[config.mk]
export PLATFORM = sky130hd
export DESIGN_NAME = fcm_device_flat
export DESIGN_NICKNAME = d
export VERILOG_FILES = /design/src/fcm_pkg.sv /design/src/fcm_if.sv /design/src/fcm_device.sv /design/src/fcm_timer.sv /design/src/flat_wrapper.sv
export VERILOG_INCLUDE_DIRS = /design/src
export SDC_FILE = /design/constraint.sdc
export NUM_CORES = 1
export LEC_CHECK = 0
export ABC_AREA = 1
export BUFFER_PORTS_ARGS = -buffer_cell sky130_fd_sc_hd__buf_2
export CORE_MARGIN = 2
export CORE_UTILIZATION = 51
export CTS_CLUSTER_DIAMETER = 100
export CTS_CLUSTER_SIZE = 16
export DETAILED_ROUTE_END_ITERATION = 7
export GPL_TIMING_DRIVEN = 0
export PLACE_DENSITY = 0.81
export RECOVER_POWER = 100
export SLEW_MARGIN = 15
export SYNTH_ARGS = -nofsm -noshare
export SYNTH_HDL_FRONTEND = slang
export SYNTH_SLANG_ARGS = --single-unit
export TNS_END_PERCENT = 1
[constraint.sdc]
create_clock -name mclk_in -period 2.1 [get_ports mclk_in]
set_input_delay 0.315 -clock mclk_in [delete_from_list [all_inputs] [get_ports mclk_in]]
set_output_delay 0.315 -clock mclk_in [all_outputs]
set_load 0.02 [all_outputs]
[src/fcm_defs.svh]
`ifndef FCM_DEFS_SVH
`define FCM_DEFS_SVH
// bus widths
`define FCM_AW 32
`define FCM_DW 32
// command codes used in the bus write sequences
`define FCM_UNLOCK_A1 32'h0000_5400
`define FCM_UNLOCK_D1 32'h0000_00aa
`define FCM_UNLOCK_A2 32'h0000_aa00
`define FCM_UNLOCK_D2 32'h0000_0055
`define FCM_CMD_A3    32'h0000_5400
`define FCM_READ_DATA 32'h0000_00f0
`define FCM_CMD_PROG  32'h0000_00a0
`define FCM_CMD_IDRD  32'h0000_0090
`define FCM_CMD_ERASE 32'h0000_0080
`define FCM_CMD_CHIP  32'h0000_0010
`define FCM_CMD_BLOCK 32'h0000_0030
// block select field of an array address
`define FCM_BLK_LSB 16
// default operation durations in cycles
`define FCM_PROG_CYC  16'h0100
`define FCM_ERASE_CYC 16'h0400
// words in one page
`define FCM_PAGE_WORDS 8'h80
`define FCM_ZERO8 8'h00
`endif

[src/fcm_pkg.sv]
package fcm_pkg;
    // controller mode
    typedef enum logic [3:0] {
        FCM_READ, FCM_C1, FCM_C2, FCM_C3, FCM_E4, FCM_E5, FCM_E6,
        FCM_IDRD, FCM_PAGE, FCM_BUSY, FCM_LOCK
    } fcm_mode_t;
    // operation kind started by the sequencer
    typedef enum logic [1:0] {
        FCM_OP_PROG, FCM_OP_CHIP, FCM_OP_BLOCK
    } fcm_op_t;
endpackage

[src/fcm_if.sv]
`timescale 1ns/1ps
`include "fcm_defs.svh"
interface fcm_if;
    logic                wr_valid;   // one-cycle bus write
    logic [`FCM_AW-1:0]  addr;
    logic [`FCM_DW-1:0]  wdata;
    logic                word_size;  // high when the write is 32 bits wide
    logic                rd_valid;   // one-cycle array read or fetch
    logic [`FCM_DW-1:0]  rdata;
    logic                rd_ok;      // array data is valid this cycle
    logic                ready_busy_flag;
    modport dev  (input wr_valid, addr, wdata, word_size, rd_valid,
                  output rdata, rd_ok, ready_busy_flag);
    modport host (output wr_valid, addr, wdata, word_size, rd_valid,
                  input rdata, rd_ok, ready_busy_flag);
endinterface

[src/fcm_device.sv]
`timescale 1ns/1ps
`include "fcm_defs.svh"
// What this block does, and what it expects of the host
// - host uses 32-bit writes for commands
// - accepted command runs on its own
// - page program, chip erase, block erase
// - protected blocks are never modified
// - automatic mode only entered from read or identifier read
// - no array data during automatic operation
// - only hardware reset or normal end leaves automatic mode
// - read mode after reset and normal end
// - software or hardware reset recovers read
// - identifier read stays until F0 write or a new sequence
// - single F0 write returns read mode
// - reset sequence ends at third write
// - reset sequence cancels partial command
// - first mismatch aborts to read mode
// - host runs sequences outside array, in order
// - host makes no array access meanwhile
// - host checks ready before first write
// - host issues reset after wrong write; fcm_host does not, the mismatch alone returns read mode
// - cpu reset aborts operation, read mode
// - reset vector readable after reset
// - normal program end sets ready, read
// - new commands ignored during programming
module fcm_device
    import fcm_pkg::*;
#(
    parameter int          BLOCKS    = 8,
    parameter logic [15:0] PROG_CYC  = `FCM_PROG_CYC,
    parameter logic [15:0] ERASE_CYC = `FCM_ERASE_CYC
) (
    // clock and reset
    input  wire logic mclk_in,
    input  wire logic reset_n_in,
    // bus side
    fcm_if.dev        bus,
    // array side
    input  wire logic [BLOCKS-1:0]  protect_in,     // per-block inhibit
    input  wire logic [`FCM_DW-1:0] array_data_in,  // raw array data
    input  wire logic               fail_in,        // array reports failure
    output logic                    array_wr_out,   // one word program pulse
    output logic                    erase_out,      // erase in progress
    output logic [BLOCKS-1:0]       erase_sel_out,  // blocks being erased
    output logic                    lock_out        // abnormal end, held
);
    fcm_mode_t          mode_r;      // controller mode
    fcm_op_t            op_r;        // running operation
    logic [7:0]         words_r;     // page words still expected
    logic               prot_r;      // target block protected
    logic [BLOCKS-1:0]  sel_r;       // erase block set
    logic               tstart_r;    // timer kick
    logic [15:0]        tlen_r;      // timer length
    logic               tbusy;       // timer running
    logic               tdone;       // timer finished
    logic               wr32;        // well-formed write
    logic [BLOCKS-1:0]  blk_hit;     // block decoded from address
    logic               auto_mode;   // any automatic mode
    logic               is_f0;       // single-cycle read command
    initial begin
        if (BLOCKS < 1 || BLOCKS > 32) $error("fcm_device: BLOCKS out of range");
    end
    assign wr32      = bus.wr_valid && bus.word_size;
    assign is_f0     = wr32 && (bus.wdata == `FCM_READ_DATA);
    assign auto_mode = (mode_r == FCM_PAGE) || (mode_r == FCM_BUSY) || (mode_r == FCM_LOCK);

    // one-hot block decode, one entry per block
    genvar g;
    generate
        for (g = 0; g < BLOCKS; g++) begin : g_blk
            assign blk_hit[g] = (bus.addr[`FCM_BLK_LSB +: 5] == 5'(g));
        end
    endgenerate

    fcm_timer #(.CW(16)) u_timer (
        .mclk_in   (mclk_in),
        .reset_n_in(reset_n_in),
        .start_in  (tstart_r),
        .len_in    (tlen_r),
        .busy_out  (tbusy),
        .done_out  (tdone)
    );

    // command recognition and mode, reset forces read mode
    always_ff @(posedge mclk_in) begin
        if (!reset_n_in) begin
            mode_r   <= FCM_READ;
            op_r     <= FCM_OP_PROG;
            words_r  <= `FCM_ZERO8;
            prot_r   <= 1'b0;
            sel_r    <= '0;
            tstart_r <= 1'b0;
            tlen_r   <= '0;
        end else begin
            tstart_r <= 1'b0;
            unique case (mode_r)
                FCM_READ: begin
                    // sequences start here and in identifier read mode
                    if (wr32 && bus.addr == `FCM_UNLOCK_A1 && bus.wdata == `FCM_UNLOCK_D1)
                        mode_r <= FCM_C1;
                end
                FCM_C1: begin
                    if (wr32) begin
                        if (bus.addr == `FCM_UNLOCK_A2 && bus.wdata == `FCM_UNLOCK_D2)
                            mode_r <= FCM_C2;
                        else
                            mode_r <= FCM_READ;
                    end
                end
                FCM_C2: begin
                    // third write: decode command or finish software reset
                    if (wr32) begin
                        if (bus.addr != `FCM_CMD_A3 || is_f0) begin
                            mode_r <= FCM_READ;
                        end else if (bus.wdata == `FCM_CMD_PROG) begin
                            mode_r  <= FCM_PAGE;
                            op_r    <= FCM_OP_PROG;
                            words_r <= `FCM_PAGE_WORDS;
                        end else if (bus.wdata == `FCM_CMD_IDRD) begin
                            mode_r <= FCM_IDRD;
                        end else if (bus.wdata == `FCM_CMD_ERASE) begin
                            mode_r <= FCM_C3;
                        end else begin
                            mode_r <= FCM_READ;
                        end
                    end
                end
                FCM_C3: begin
                    if (wr32) begin
                        if (bus.addr == `FCM_UNLOCK_A1 && bus.wdata == `FCM_UNLOCK_D1)
                            mode_r <= FCM_E4;
                        else
                            mode_r <= FCM_READ;
                    end
                end
                FCM_E4: begin
                    if (wr32) begin
                        if (bus.addr == `FCM_UNLOCK_A2 && bus.wdata == `FCM_UNLOCK_D2)
                            mode_r <= FCM_E5;
                        else
                            mode_r <= FCM_READ;
                    end
                end
                FCM_E5: begin
                    // sixth write picks chip or block erase
                    if (wr32) begin
                        if (bus.addr == `FCM_CMD_A3 && bus.wdata == `FCM_CMD_CHIP) begin
                            sel_r <= ~protect_in;
                            op_r  <= FCM_OP_CHIP;
                            if (&protect_in) begin
                                mode_r <= FCM_READ;
                            end else begin
                                mode_r   <= FCM_BUSY;
                                tstart_r <= 1'b1;
                                tlen_r   <= ERASE_CYC;
                            end
                        end else if (bus.wdata == `FCM_CMD_BLOCK) begin
                            sel_r  <= blk_hit & ~protect_in;
                            op_r   <= FCM_OP_BLOCK;
                            mode_r <= FCM_E6;
                        end else begin
                            mode_r <= FCM_READ;
                        end
                    end
                end
                FCM_E6: begin
                    // protected target: nothing to erase, back to read
                    if (sel_r == '0) begin
                        mode_r <= FCM_READ;
                    end else begin
                        mode_r   <= FCM_BUSY;
                        tstart_r <= 1'b1;
                        tlen_r   <= ERASE_CYC;
                    end
                end
                FCM_IDRD: begin
                    // stays until a single F0 write or the first write of a new sequence
                    if (is_f0)
                        mode_r <= FCM_READ;
                    else if (wr32 && bus.addr == `FCM_UNLOCK_A1 && bus.wdata == `FCM_UNLOCK_D1)
                        mode_r <= FCM_C1;
                end
                FCM_PAGE: begin
                    // data words; software reset no longer honoured here
                    if (wr32) begin
                        if (words_r == `FCM_PAGE_WORDS)
                            prot_r <= |(blk_hit & protect_in);
                        words_r <= words_r - 8'h01;
                        if (words_r == 8'h01) begin
                            mode_r   <= FCM_BUSY;
                            tstart_r <= 1'b1;
                            tlen_r   <= PROG_CYC;
                        end
                    end
                end
                FCM_BUSY: begin
                    // writes ignored; only the timer, a failure or a hardware reset ends it
                    if (fail_in)
                        mode_r <= FCM_LOCK;
                    else if (tdone)
                        mode_r <= FCM_READ;
                end
                FCM_LOCK: begin
                    mode_r <= FCM_LOCK;
                end
                // unused state codes fall back to read mode
                default: begin
                    mode_r <= FCM_READ;
                end
            endcase
            // single-cycle read command from any idle or sequence mode
            if (is_f0 && !auto_mode && mode_r != FCM_C2)
                mode_r <= FCM_READ;
        end
    end

    // array write strobe, suppressed for protected pages
    always_ff @(posedge mclk_in) begin
        if (!reset_n_in)
            array_wr_out <= 1'b0;
        else
            // first word judges the live decode, since prot_r may still hold the previous page
            array_wr_out <= (mode_r == FCM_PAGE) && wr32
                            && ((words_r == `FCM_PAGE_WORDS) ? !(|(blk_hit & protect_in)) : !prot_r);
    end

    // erase strobes and lock indicator
    always_ff @(posedge mclk_in) begin
        if (!reset_n_in) begin
            erase_out     <= 1'b0;
            erase_sel_out <= '0;
            lock_out      <= 1'b0;
        end else begin
            erase_out     <= (mode_r == FCM_BUSY) && (op_r != FCM_OP_PROG);
            erase_sel_out <= (mode_r == FCM_BUSY && op_r != FCM_OP_PROG) ? sel_r : '0;
            lock_out      <= (mode_r == FCM_LOCK);
        end
    end

    // read path: data in every non-automatic mode, including the reset vector
    always_ff @(posedge mclk_in) begin
        if (!reset_n_in) begin
            bus.rdata           <= '0;
            bus.rd_ok           <= 1'b0;
            bus.ready_busy_flag <= 1'b1;
        end else begin
            bus.rd_ok           <= bus.rd_valid && !auto_mode;
            bus.rdata           <= (bus.rd_valid && !auto_mode) ? array_data_in : '0;
            bus.ready_busy_flag <= !(auto_mode || tbusy);
        end
    end
endmodule

[src/fcm_timer.sv]
`timescale 1ns/1ps
`include "fcm_defs.svh"
// counts down an operation; done pulses for one cycle at the end
module fcm_timer #(
    parameter int CW = 16
) (
    input  wire logic          mclk_in,
    input  wire logic          reset_n_in,
    input  wire logic          start_in,
    input  wire logic [CW-1:0] len_in,
    output logic               busy_out,
    output logic               done_out
);
    logic [CW-1:0] cnt_r;  // cycles left
    initial begin
        if (CW < 2) $error("fcm_timer: CW too small");
    end
    // countdown, restartable only when idle
    always_ff @(posedge mclk_in) begin
        if (!reset_n_in) begin
            cnt_r    <= '0;
            busy_out <= 1'b0;
            done_out <= 1'b0;
        end else begin
            done_out <= 1'b0;
            if (start_in && !busy_out) begin
                cnt_r    <= len_in;
                busy_out <= 1'b1;
            end else if (busy_out) begin
                if (cnt_r <= CW'(1)) begin
                    busy_out <= 1'b0;
                    done_out <= 1'b1;
                end else begin
                    cnt_r <= cnt_r - CW'(1);
                end
            end
        end
    end
endmodule

[src/flat_wrapper.sv]
// flat-port wrapper written by rule: the top's interface ports become plain ports
module fcm_device_flat import fcm_pkg::*;
#(
    parameter int          BLOCKS    = 8,
    parameter logic [15:0] PROG_CYC  = `FCM_PROG_CYC,
    parameter logic [15:0] ERASE_CYC = `FCM_ERASE_CYC
)
  (mclk_in, reset_n_in, protect_in, array_data_in, fail_in, array_wr_out, erase_out, erase_sel_out, lock_out, bus_wr_valid, bus_addr, bus_wdata, bus_word_size, bus_rd_valid, bus_rdata, bus_rd_ok, bus_ready_busy_flag);
  fcm_if bus_i ();
  input  wire logic mclk_in;
  input  wire logic reset_n_in;
  input  wire logic [BLOCKS-1:0] protect_in;
  input  wire logic [`FCM_DW-1:0] array_data_in;
  input  wire logic fail_in;
  output logic array_wr_out;
  output logic erase_out;
  output logic [BLOCKS-1:0] erase_sel_out;
  output logic lock_out;
  input wire logic [$bits(bus_i.wr_valid)-1:0] bus_wr_valid;
  input wire logic [$bits(bus_i.addr)-1:0] bus_addr;
  input wire logic [$bits(bus_i.wdata)-1:0] bus_wdata;
  input wire logic [$bits(bus_i.word_size)-1:0] bus_word_size;
  input wire logic [$bits(bus_i.rd_valid)-1:0] bus_rd_valid;
  output wire logic [$bits(bus_i.rdata)-1:0] bus_rdata;
  output wire logic [$bits(bus_i.rd_ok)-1:0] bus_rd_ok;
  output wire logic [$bits(bus_i.ready_busy_flag)-1:0] bus_ready_busy_flag;
  assign bus_i.wr_valid = bus_wr_valid;
  assign bus_i.addr = bus_addr;
  assign bus_i.wdata = bus_wdata;
  assign bus_i.word_size = bus_word_size;
  assign bus_i.rd_valid = bus_rd_valid;
  assign bus_rdata = bus_i.rdata;
  assign bus_rd_ok = bus_i.rd_ok;
  assign bus_ready_busy_flag = bus_i.ready_busy_flag;
  fcm_device #(.BLOCKS(BLOCKS), .PROG_CYC(PROG_CYC), .ERASE_CYC(ERASE_CYC)) u_core (.mclk_in(mclk_in), .reset_n_in(reset_n_in), .bus(bus_i), .protect_in(protect_in), .array_data_in(array_data_in), .fail_in(fail_in), .array_wr_out(array_wr_out), .erase_out(erase_out), .erase_sel_out(erase_sel_out), .lock_out(lock_out));
endmodule
==> impl_metrics.env, run 1 <==
export IMPL_syn_nets=794
export IMPL_grt_overflow_total=0
export IMPL_r2r_start="u_core.mode_r[3]"
export IMPL_outcome="complete, no violations"
export IMPL_antenna_found_initial=0
export IMPL_insertion_delay_ns=0.36
export IMPL_reg2reg_slack_ns=0.15
export IMPL_critPathLaunchType="flop"
export IMPL_final_hold_viol_count=0
export IMPL_placed_cells=941
export IMPL_setup_ws_ns=0.145
export IMPL_synth_edf_count=0
export IMPL_cpMaxStageDelayCell="nor3_4"
export IMPL_max_stage_delay_ns=0.39
export IMPL_final_setup_tns_ns=0
export IMPL_path_cells="nor2_1, inv_1, nor2_8, nor2_1, nor3_4, nand2_4, o21ai_1, nor2_1"
export IMPL_drcViolationCount=0
export IMPL_grtUsageTotal_pct=24.0
export IMPL_tritoncts="yes"
export IMPL_totalWireLength_um=11300
export IMPL_numCtsBuffers=9
export IMPL_async_flop_share_pct=0
export IMPL_yosysMostFrequentCell="nor2_1"
export IMPL_crit_path_end_kind="flop"
export IMPL_coreArea_um2=8680
export IMPL_synthAdderAreaFrac_pct=1.10
export IMPL_min_to="u_core.bus.rdata[25]"
export IMPL_die_area_um2=9680
export IMPL_muxShareOfSynthArea_pct=0
export IMPL_grt_max_degree=17
export IMPL_crit_family="simple AND/OR/NAND/NOR gates"
export IMPL_instances_no_fill=957
export IMPL_cap_violations=0
export IMPL_critPathKind="reg -> reg"
export IMPL_min_period_ns=1.95
export IMPL_r2r_end="u_core.words_r[1]"
export IMPL_synth_seq_cells=89
export IMPL_cts_max_path_buffers=2
export IMPL_layout_worst_path_cycle_share_pct=93.1
export IMPL_synth_top_family_by_area="simple AND/OR/NAND/NOR gates"
export IMPL_synth_compound_area_share_pct=8.40
export IMPL_placed_area_um2=5450
export IMPL_diodes=0
export IMPL_stdcell_area_um2=5590
export IMPL_place_congestion=0.886
export IMPL_max_slew_margin_rel_pct=50.6
export IMPL_tightest_slew_ns=0.735
export IMPL_initial_utilization_pct=52.4
export IMPL_final_max_slew_viol_count=0
export IMPL_yosys_area_share_simple_pct=40.2
export IMPL_postCtsHoldBufs=0
export IMPL_num_vias=4881
export IMPL_clk_pin_slew_worst_paths_ns=0.10
export IMPL_utilization_pct=64.5
export IMPL_r2r_worst_path_cells=8
export IMPL_h_tree_depth=3
export IMPL_dr_first_iter_drc_count=279
export IMPL_crit_buf_inv=1
export IMPL_power_density_nw_per_um2=583
export IMPL_nets=958
export IMPL_rows=34
export IMPL_fin_skew_ns=0.00821
export IMPL_synth_ff_type="dfxtp_1"
export IMPL_synthTopCellsByArea="dfxtp_1, nor2_1, nand2_1"
export IMPL_synthXorXnorAreaFrac_pct=1.73
export IMPL_post_dp_hpwl_um=8840
export IMPL_vias_per_cell=5.10
export IMPL_clock_sinks=89
export IMPL_io_pins=155
export IMPL_syn_inst=680
export IMPL_area_growth_pct=23.1
export IMPL_cp_common_cell="nor2_1"
export IMPL_syn_area_um2=4550
export IMPL_crit_arrival_ns=2.20
export IMPL_root_buffer="clkbuf_8"
export IMPL_io_buffers=153
export IMPL_required_ns=2.35
export IMPL_synth_top_area_share_pct=39.2
export IMPL_die_h_um=98.4
export IMPL_drive_gt1_share_pct=19.7
export IMPL_rsz0062_at_grt="false"
export IMPL_yosysWarnings=0
export IMPL_ant_nets=0
export IMPL_ys_seq_area_share_pct=39.2
export IMPL_hp_class="in -> reg"
export IMPL_fmax_mhz=512
export IMPL_first_pass_iters=5
export IMPL_min_path_cells=3
export IMPL_syn_avg_cell_area_um2=6.68
export IMPL_p_leak_uw=0.00262
export IMPL_grt_pass1_wl_um=19400
export IMPL_setup_viol=0
export IMPL_pre_cts_ws_ns=0.0871
export IMPL_wl_per_cell_um=11.8
export IMPL_path_max_fanout=9
export IMPL_grt_pass1_vias=4627
export IMPL_peakVddDrop_mv=0.533
export IMPL_synth_common_cells="nor2_1, nand2_1, dfxtp_1, inv_1, nand3_1"
export IMPL_die_width_um=98.4
export IMPL_synth_distinct_cells=40
export IMPL_min_from="array_data_in[25]"
export IMPL_synth_top_area_cell="dfxtp_1"
## metrics by stage
step / power, uW / hold WS [ns]
after floorplan: 1890 / 0.422
after global placement: 2040 / 0.443
after detailed placement: 2050 / 0.442
after CTS: 3290 / 0.134
after global routing: 3380 / 0.135
final: 3260 / 0.151
## report_power, final
part           switching (uW)  leakage, uW  internal, uW  total (uW)
combinational             170      0.00179           116         286
clock                     656     0.000109           600        1260
sequential               5.92     0.000722          1710        1720
total                     832      0.00262          2430        3260
## worst max path at each step
| stage | to | slack [ns] | cells after the start | from |
|---|---|---|---|---|
| 2_1_floorplan | u_core.op_r[1] | 0.46 | 13 | bus_addr[8] |
| 3_3_place_gp | u_core.words_r[1] | 0.13 | 11 | bus_wdata[15] |
| 3_5_place_dp | u_core.words_r[1] | 0.09 | 11 | bus_wdata[15] |
| 4_1_cts | u_core.u_timer.cnt_r[3] | 0.15 | 10 | u_core.u_timer.cnt_r[0] |
| 5_1_grt | u_core.words_r[1] | 0.02 | 8 | u_core.mode_r[3] |
| 6_report | u_core.words_r[1] | 0.15 | 8 | u_core.mode_r[3] |
## cell families (layout without fill, tap and decap cells)
family / Yosys count / after routing
flip-flops: 89 / 89
adder cells (fa/ha/maj): 4 / 4
buffers and inverters: 111 / 280
XOR/XNOR: 9 / 9
AND/OR/NAND/NOR: 396 / 396
AO/OA/AOI/OAI: 71 / 71
## routing by layer
metal	global-route usage [%]	wire length (um)
met1	29.1	4870
met2	41.1	5490
met3	6.88	717
met4	7.90	210
met5	0	0
## worst min-delay path: cells and delay by family
family | cells | cell delay (ns)
and+or+nand+nor | 1 | 0.03
buffers and inverters | 2 | 0.13
## placed cells by master, fill, tap and decap left out, drive strengths merged, types with 3 or more instances in the layout
cell,n
nor2,162
nand2,139
buf,109
inv,102
dfxtp,89
clkbuf,63
nand3,58
a21oi,50
nand4,16
o21ai,14
nor3,13
xor2,7
clkinv,5
ha,4
or2,3
## flip-flops by register name, summed over array words and instances (netlist names)
register,flops
u_core.tlen_r,2
u_core.mode_r,4
u_core.sel_r,8
u_core.bus.rdata,32
u_core.erase_sel_out,8
u_core.words_r,8
u_core.tstart_r,1
u_core.lock_out,1
u_core.op_r,2
u_core.u_timer.cnt_r,16
u_core.array_wr_out,1
u_core.erase_out,1
u_core.prot_r,1
u_core.bus.ready_busy_flag,1
u_core.u_timer.busy_out,1
u_core.u_timer.done_out,1
u_core.bus.rd_ok,1
## cell type report
type                       count  area, um2
fill                         804       3080
timing repair buffer         153        709
clock buffer                  10        138
inverter                     102        390
clock inverter                 6       72.6
sequential                    89       1780
buffer                         9       35.0
tap                          108        135
multi-input combinational    480       2330
## timing repair
action / 4_1_cts / 5_1_grt
gates resized for setup: 0 / 2
endpoints found under the setup margin: 0 / 4
buffers inserted: 0 / 0
Power figures use the tool's default switching activity.
==> run 2: changes to the inputs <==
--- a/config.mk
+++ b/config.mk
@@ -14,6 +14,7 @@
 export CTS_CLUSTER_SIZE = 16
 export DETAILED_ROUTE_END_ITERATION = 7
 export GPL_TIMING_DRIVEN = 0
+export MAX_ROUTING_LAYER = met4
 export PLACE_DENSITY = 0.81
 export RECOVER_POWER = 100
 export SLEW_MARGIN = 15
==> constraint.sdc (replaced) <==
create_clock -name mclk_in -period 1.8 [get_ports mclk_in]
set_input_delay 0.27 -clock mclk_in [delete_from_list [all_inputs] [get_ports mclk_in]]
set_output_delay 0.27 -clock mclk_in [all_outputs]
set_load 0.02 [all_outputs]
==> impl_metrics.env, run 2 (synthesized netlist as in run 1, its figures left out) <==
export IMPL_vias_per_cell=5.11
export IMPL_peakVddDrop_mv=0.590
export IMPL_layout_worst_path_cycle_share_pct=98.6
export IMPL_final_max_slew_viol_count=0
export IMPL_hp_class="in -> reg"
export IMPL_p_clk_share_pct=37.9
export IMPL_cap_violations=0
export IMPL_cpMaxStageDelayCell="dfxtp_4"
export IMPL_hold_ws_ns=0.0954
export IMPL_p_comb_share_pct=8.9
export IMPL_rows=34
export IMPL_tritoncts="yes"
export IMPL_cts_max_path_buffers=2
export IMPL_min_period_ns=1.77
export IMPL_crit_arrival_ns=2.04
export IMPL_num_vias=4935
export IMPL_critPathLaunchType="flop"
export IMPL_stdcell_area_um2=5800
export IMPL_diodes=0
export IMPL_required_ns=2.07
export IMPL_outcome="complete, no violations"
export IMPL_fillers=776
export IMPL_first_pass_iters=5
export IMPL_fmax_mhz=564
export IMPL_largest_reg_flops=32
export IMPL_critPathKind="reg -> reg"
export IMPL_final_cell_mix="nor2_1, nand2_1, buf_2, inv_1, dfxtp_1"
export IMPL_grt_pass1_vias=4711
export IMPL_die_h_um=98.4
export IMPL_p_total_uw=3770
export IMPL_initial_utilization_pct=52.4
export IMPL_h_tree_depth=3
export IMPL_grt_overflow_total=0
export IMPL_max_stage_delay_ns=0.38
export IMPL_tightest_slew_ns=0.725
export IMPL_area_growth_pct=27.6
export IMPL_totalWireLength_um=12100
export IMPL_place_congestion=0.886
export IMPL_path_max_fanout=5
export IMPL_nets=967
export IMPL_fin_skew_ns=0.0112
export IMPL_final_hold_viol_count=0
export IMPL_grt_max_degree=17
export IMPL_root_buffer="clkbuf_8"
export IMPL_p_sw_share_pct=25.9
export IMPL_wl_per_cell_um=12.5
export IMPL_final_setup_tns_ns=0
export IMPL_switchingPower_uw=977
export IMPL_power_frac_seq_pct=53.1
export IMPL_io_buffers=153
export IMPL_multiInputGateArea_um2=2450
export IMPL_intPower_uw=2790
export IMPL_final_common_cell="nor2_1"
export IMPL_die_width_um=98.4
export IMPL_drcViolationCount=0
export IMPL_max_slew_margin_rel_pct=51.3
export IMPL_drive_gt1_share_pct=23.7
export IMPL_rsz0062_at_grt="true"
export IMPL_crit_path_end_kind="flop"
export IMPL_setup_ws_ns=0.0260
export IMPL_insertion_delay_ns=0.38
export IMPL_clk_pin_slew_worst_paths_ns=0.09
export IMPL_top_regs="u_core.bus.rdata x32, u_core.u_timer.cnt_r x16"
export IMPL_power_density_nw_per_um2=650
export IMPL_placed_area_um2=5450
export IMPL_largest_register="u_core.bus.rdata"
export IMPL_pre_cts_ws_ns=-0.178
export IMPL_seq_area_um2=1790
export IMPL_die_area_um2=9680
export IMPL_ant_nets=0
export IMPL_p_leak_uw=0.00269
export IMPL_grtUsageTotal_pct=25.2
export IMPL_dr_first_iter_drc_count=287
export IMPL_numCtsBuffers=9
export IMPL_coreArea_um2=8680
export IMPL_setup_viol=0
export IMPL_path_cells="inv_4, ha_4, nor2_4, nor4_4, nand4_1, nand2_4, buf_6, nor2_1, a21oi_1, nor3b_2"
export IMPL_antenna_found_initial=0
export IMPL_grt_pass1_wl_um=19700
export IMPL_io_pins=155
export IMPL_post_dp_hpwl_um=8980
export IMPL_clock_sinks=89
==> run 2: stage by stage <==
step | utilization [%] | instances
floorplan | - | 680
global placement | 62.8 | 941
detailed placement | 62.8 | 941
CTS | 65.6 | 960
global route | 66.9 | 966
finish | 66.9 | 966
==> run 2: area by class of cell <==
class,count,area share [%]
inverters,102,6.86
clock inverters,6,1.29
well taps,108,2.33
flip-flops and latches,89,30.9
clock buffers,10,2.20
plain buffers,9,0.625
repair buffers,162,13.7
multi-input cells,480,42.2
==> run 2: layer usage <==
layer  routed length [um]  part of all wire (%)  vias to the layer above  track usage, %
li1                     -                     -                     2487               -
met5                    0                     0                        -               -
met4                  198                   1.6                        0            7.90
met1                 5140                    43                     2270            29.2
met3                  594                   4.9                       26            4.96
met2                 6150                    51                      152            44.1
==> run 2: worst max-delay path, delay by kind of cell (launching register included) <==
kind,cells,cell delay [ns]
AND/OR/NAND/NOR,6,0.77
buffers and inverters,2,0.20
adder cells (fa/ha/maj),1,0.15
flip-flops,1,0.38
AO/OA/AOI/OAI,1,0.17
==> run 2: final timing paths <==
path | slack (ns) | end | from | cells after the start
worst max-delay path | 0.03 | u_core.u_timer.cnt_r[12] | u_core.u_timer.cnt_r[0] | 10
worst min-delay path | 0.1 | u_core.bus.rdata[2] | array_data_in[2] | 3
worst max register to register | 0.03 | u_core.u_timer.cnt_r[12] | u_core.u_timer.cnt_r[0] | 10
worst min register to register | 0.47 | u_core.erase_sel_out[3] | u_core.sel_r[3] | 2
==> run 2: repair_timing <==
item,4_1_cts,5_1_grt
setup endpoints to repair,20,35
pin swaps,4,9
resized for setup,3,34
setup buffers,3,6
hold buffers,0,0
==> run 2: power groups by stage <==
stage          Sequential (uW)  Combinational (uW)  Clock, uW
3_5_place_dp              2050                 343          0
4_1_cts                   2000                 344       1450
3_3_place_gp              2050                 330          0
5_1_grt                   2010                 375       1530
6_report                  2000                 337       1430
2_1_floorplan             2090                 113          0
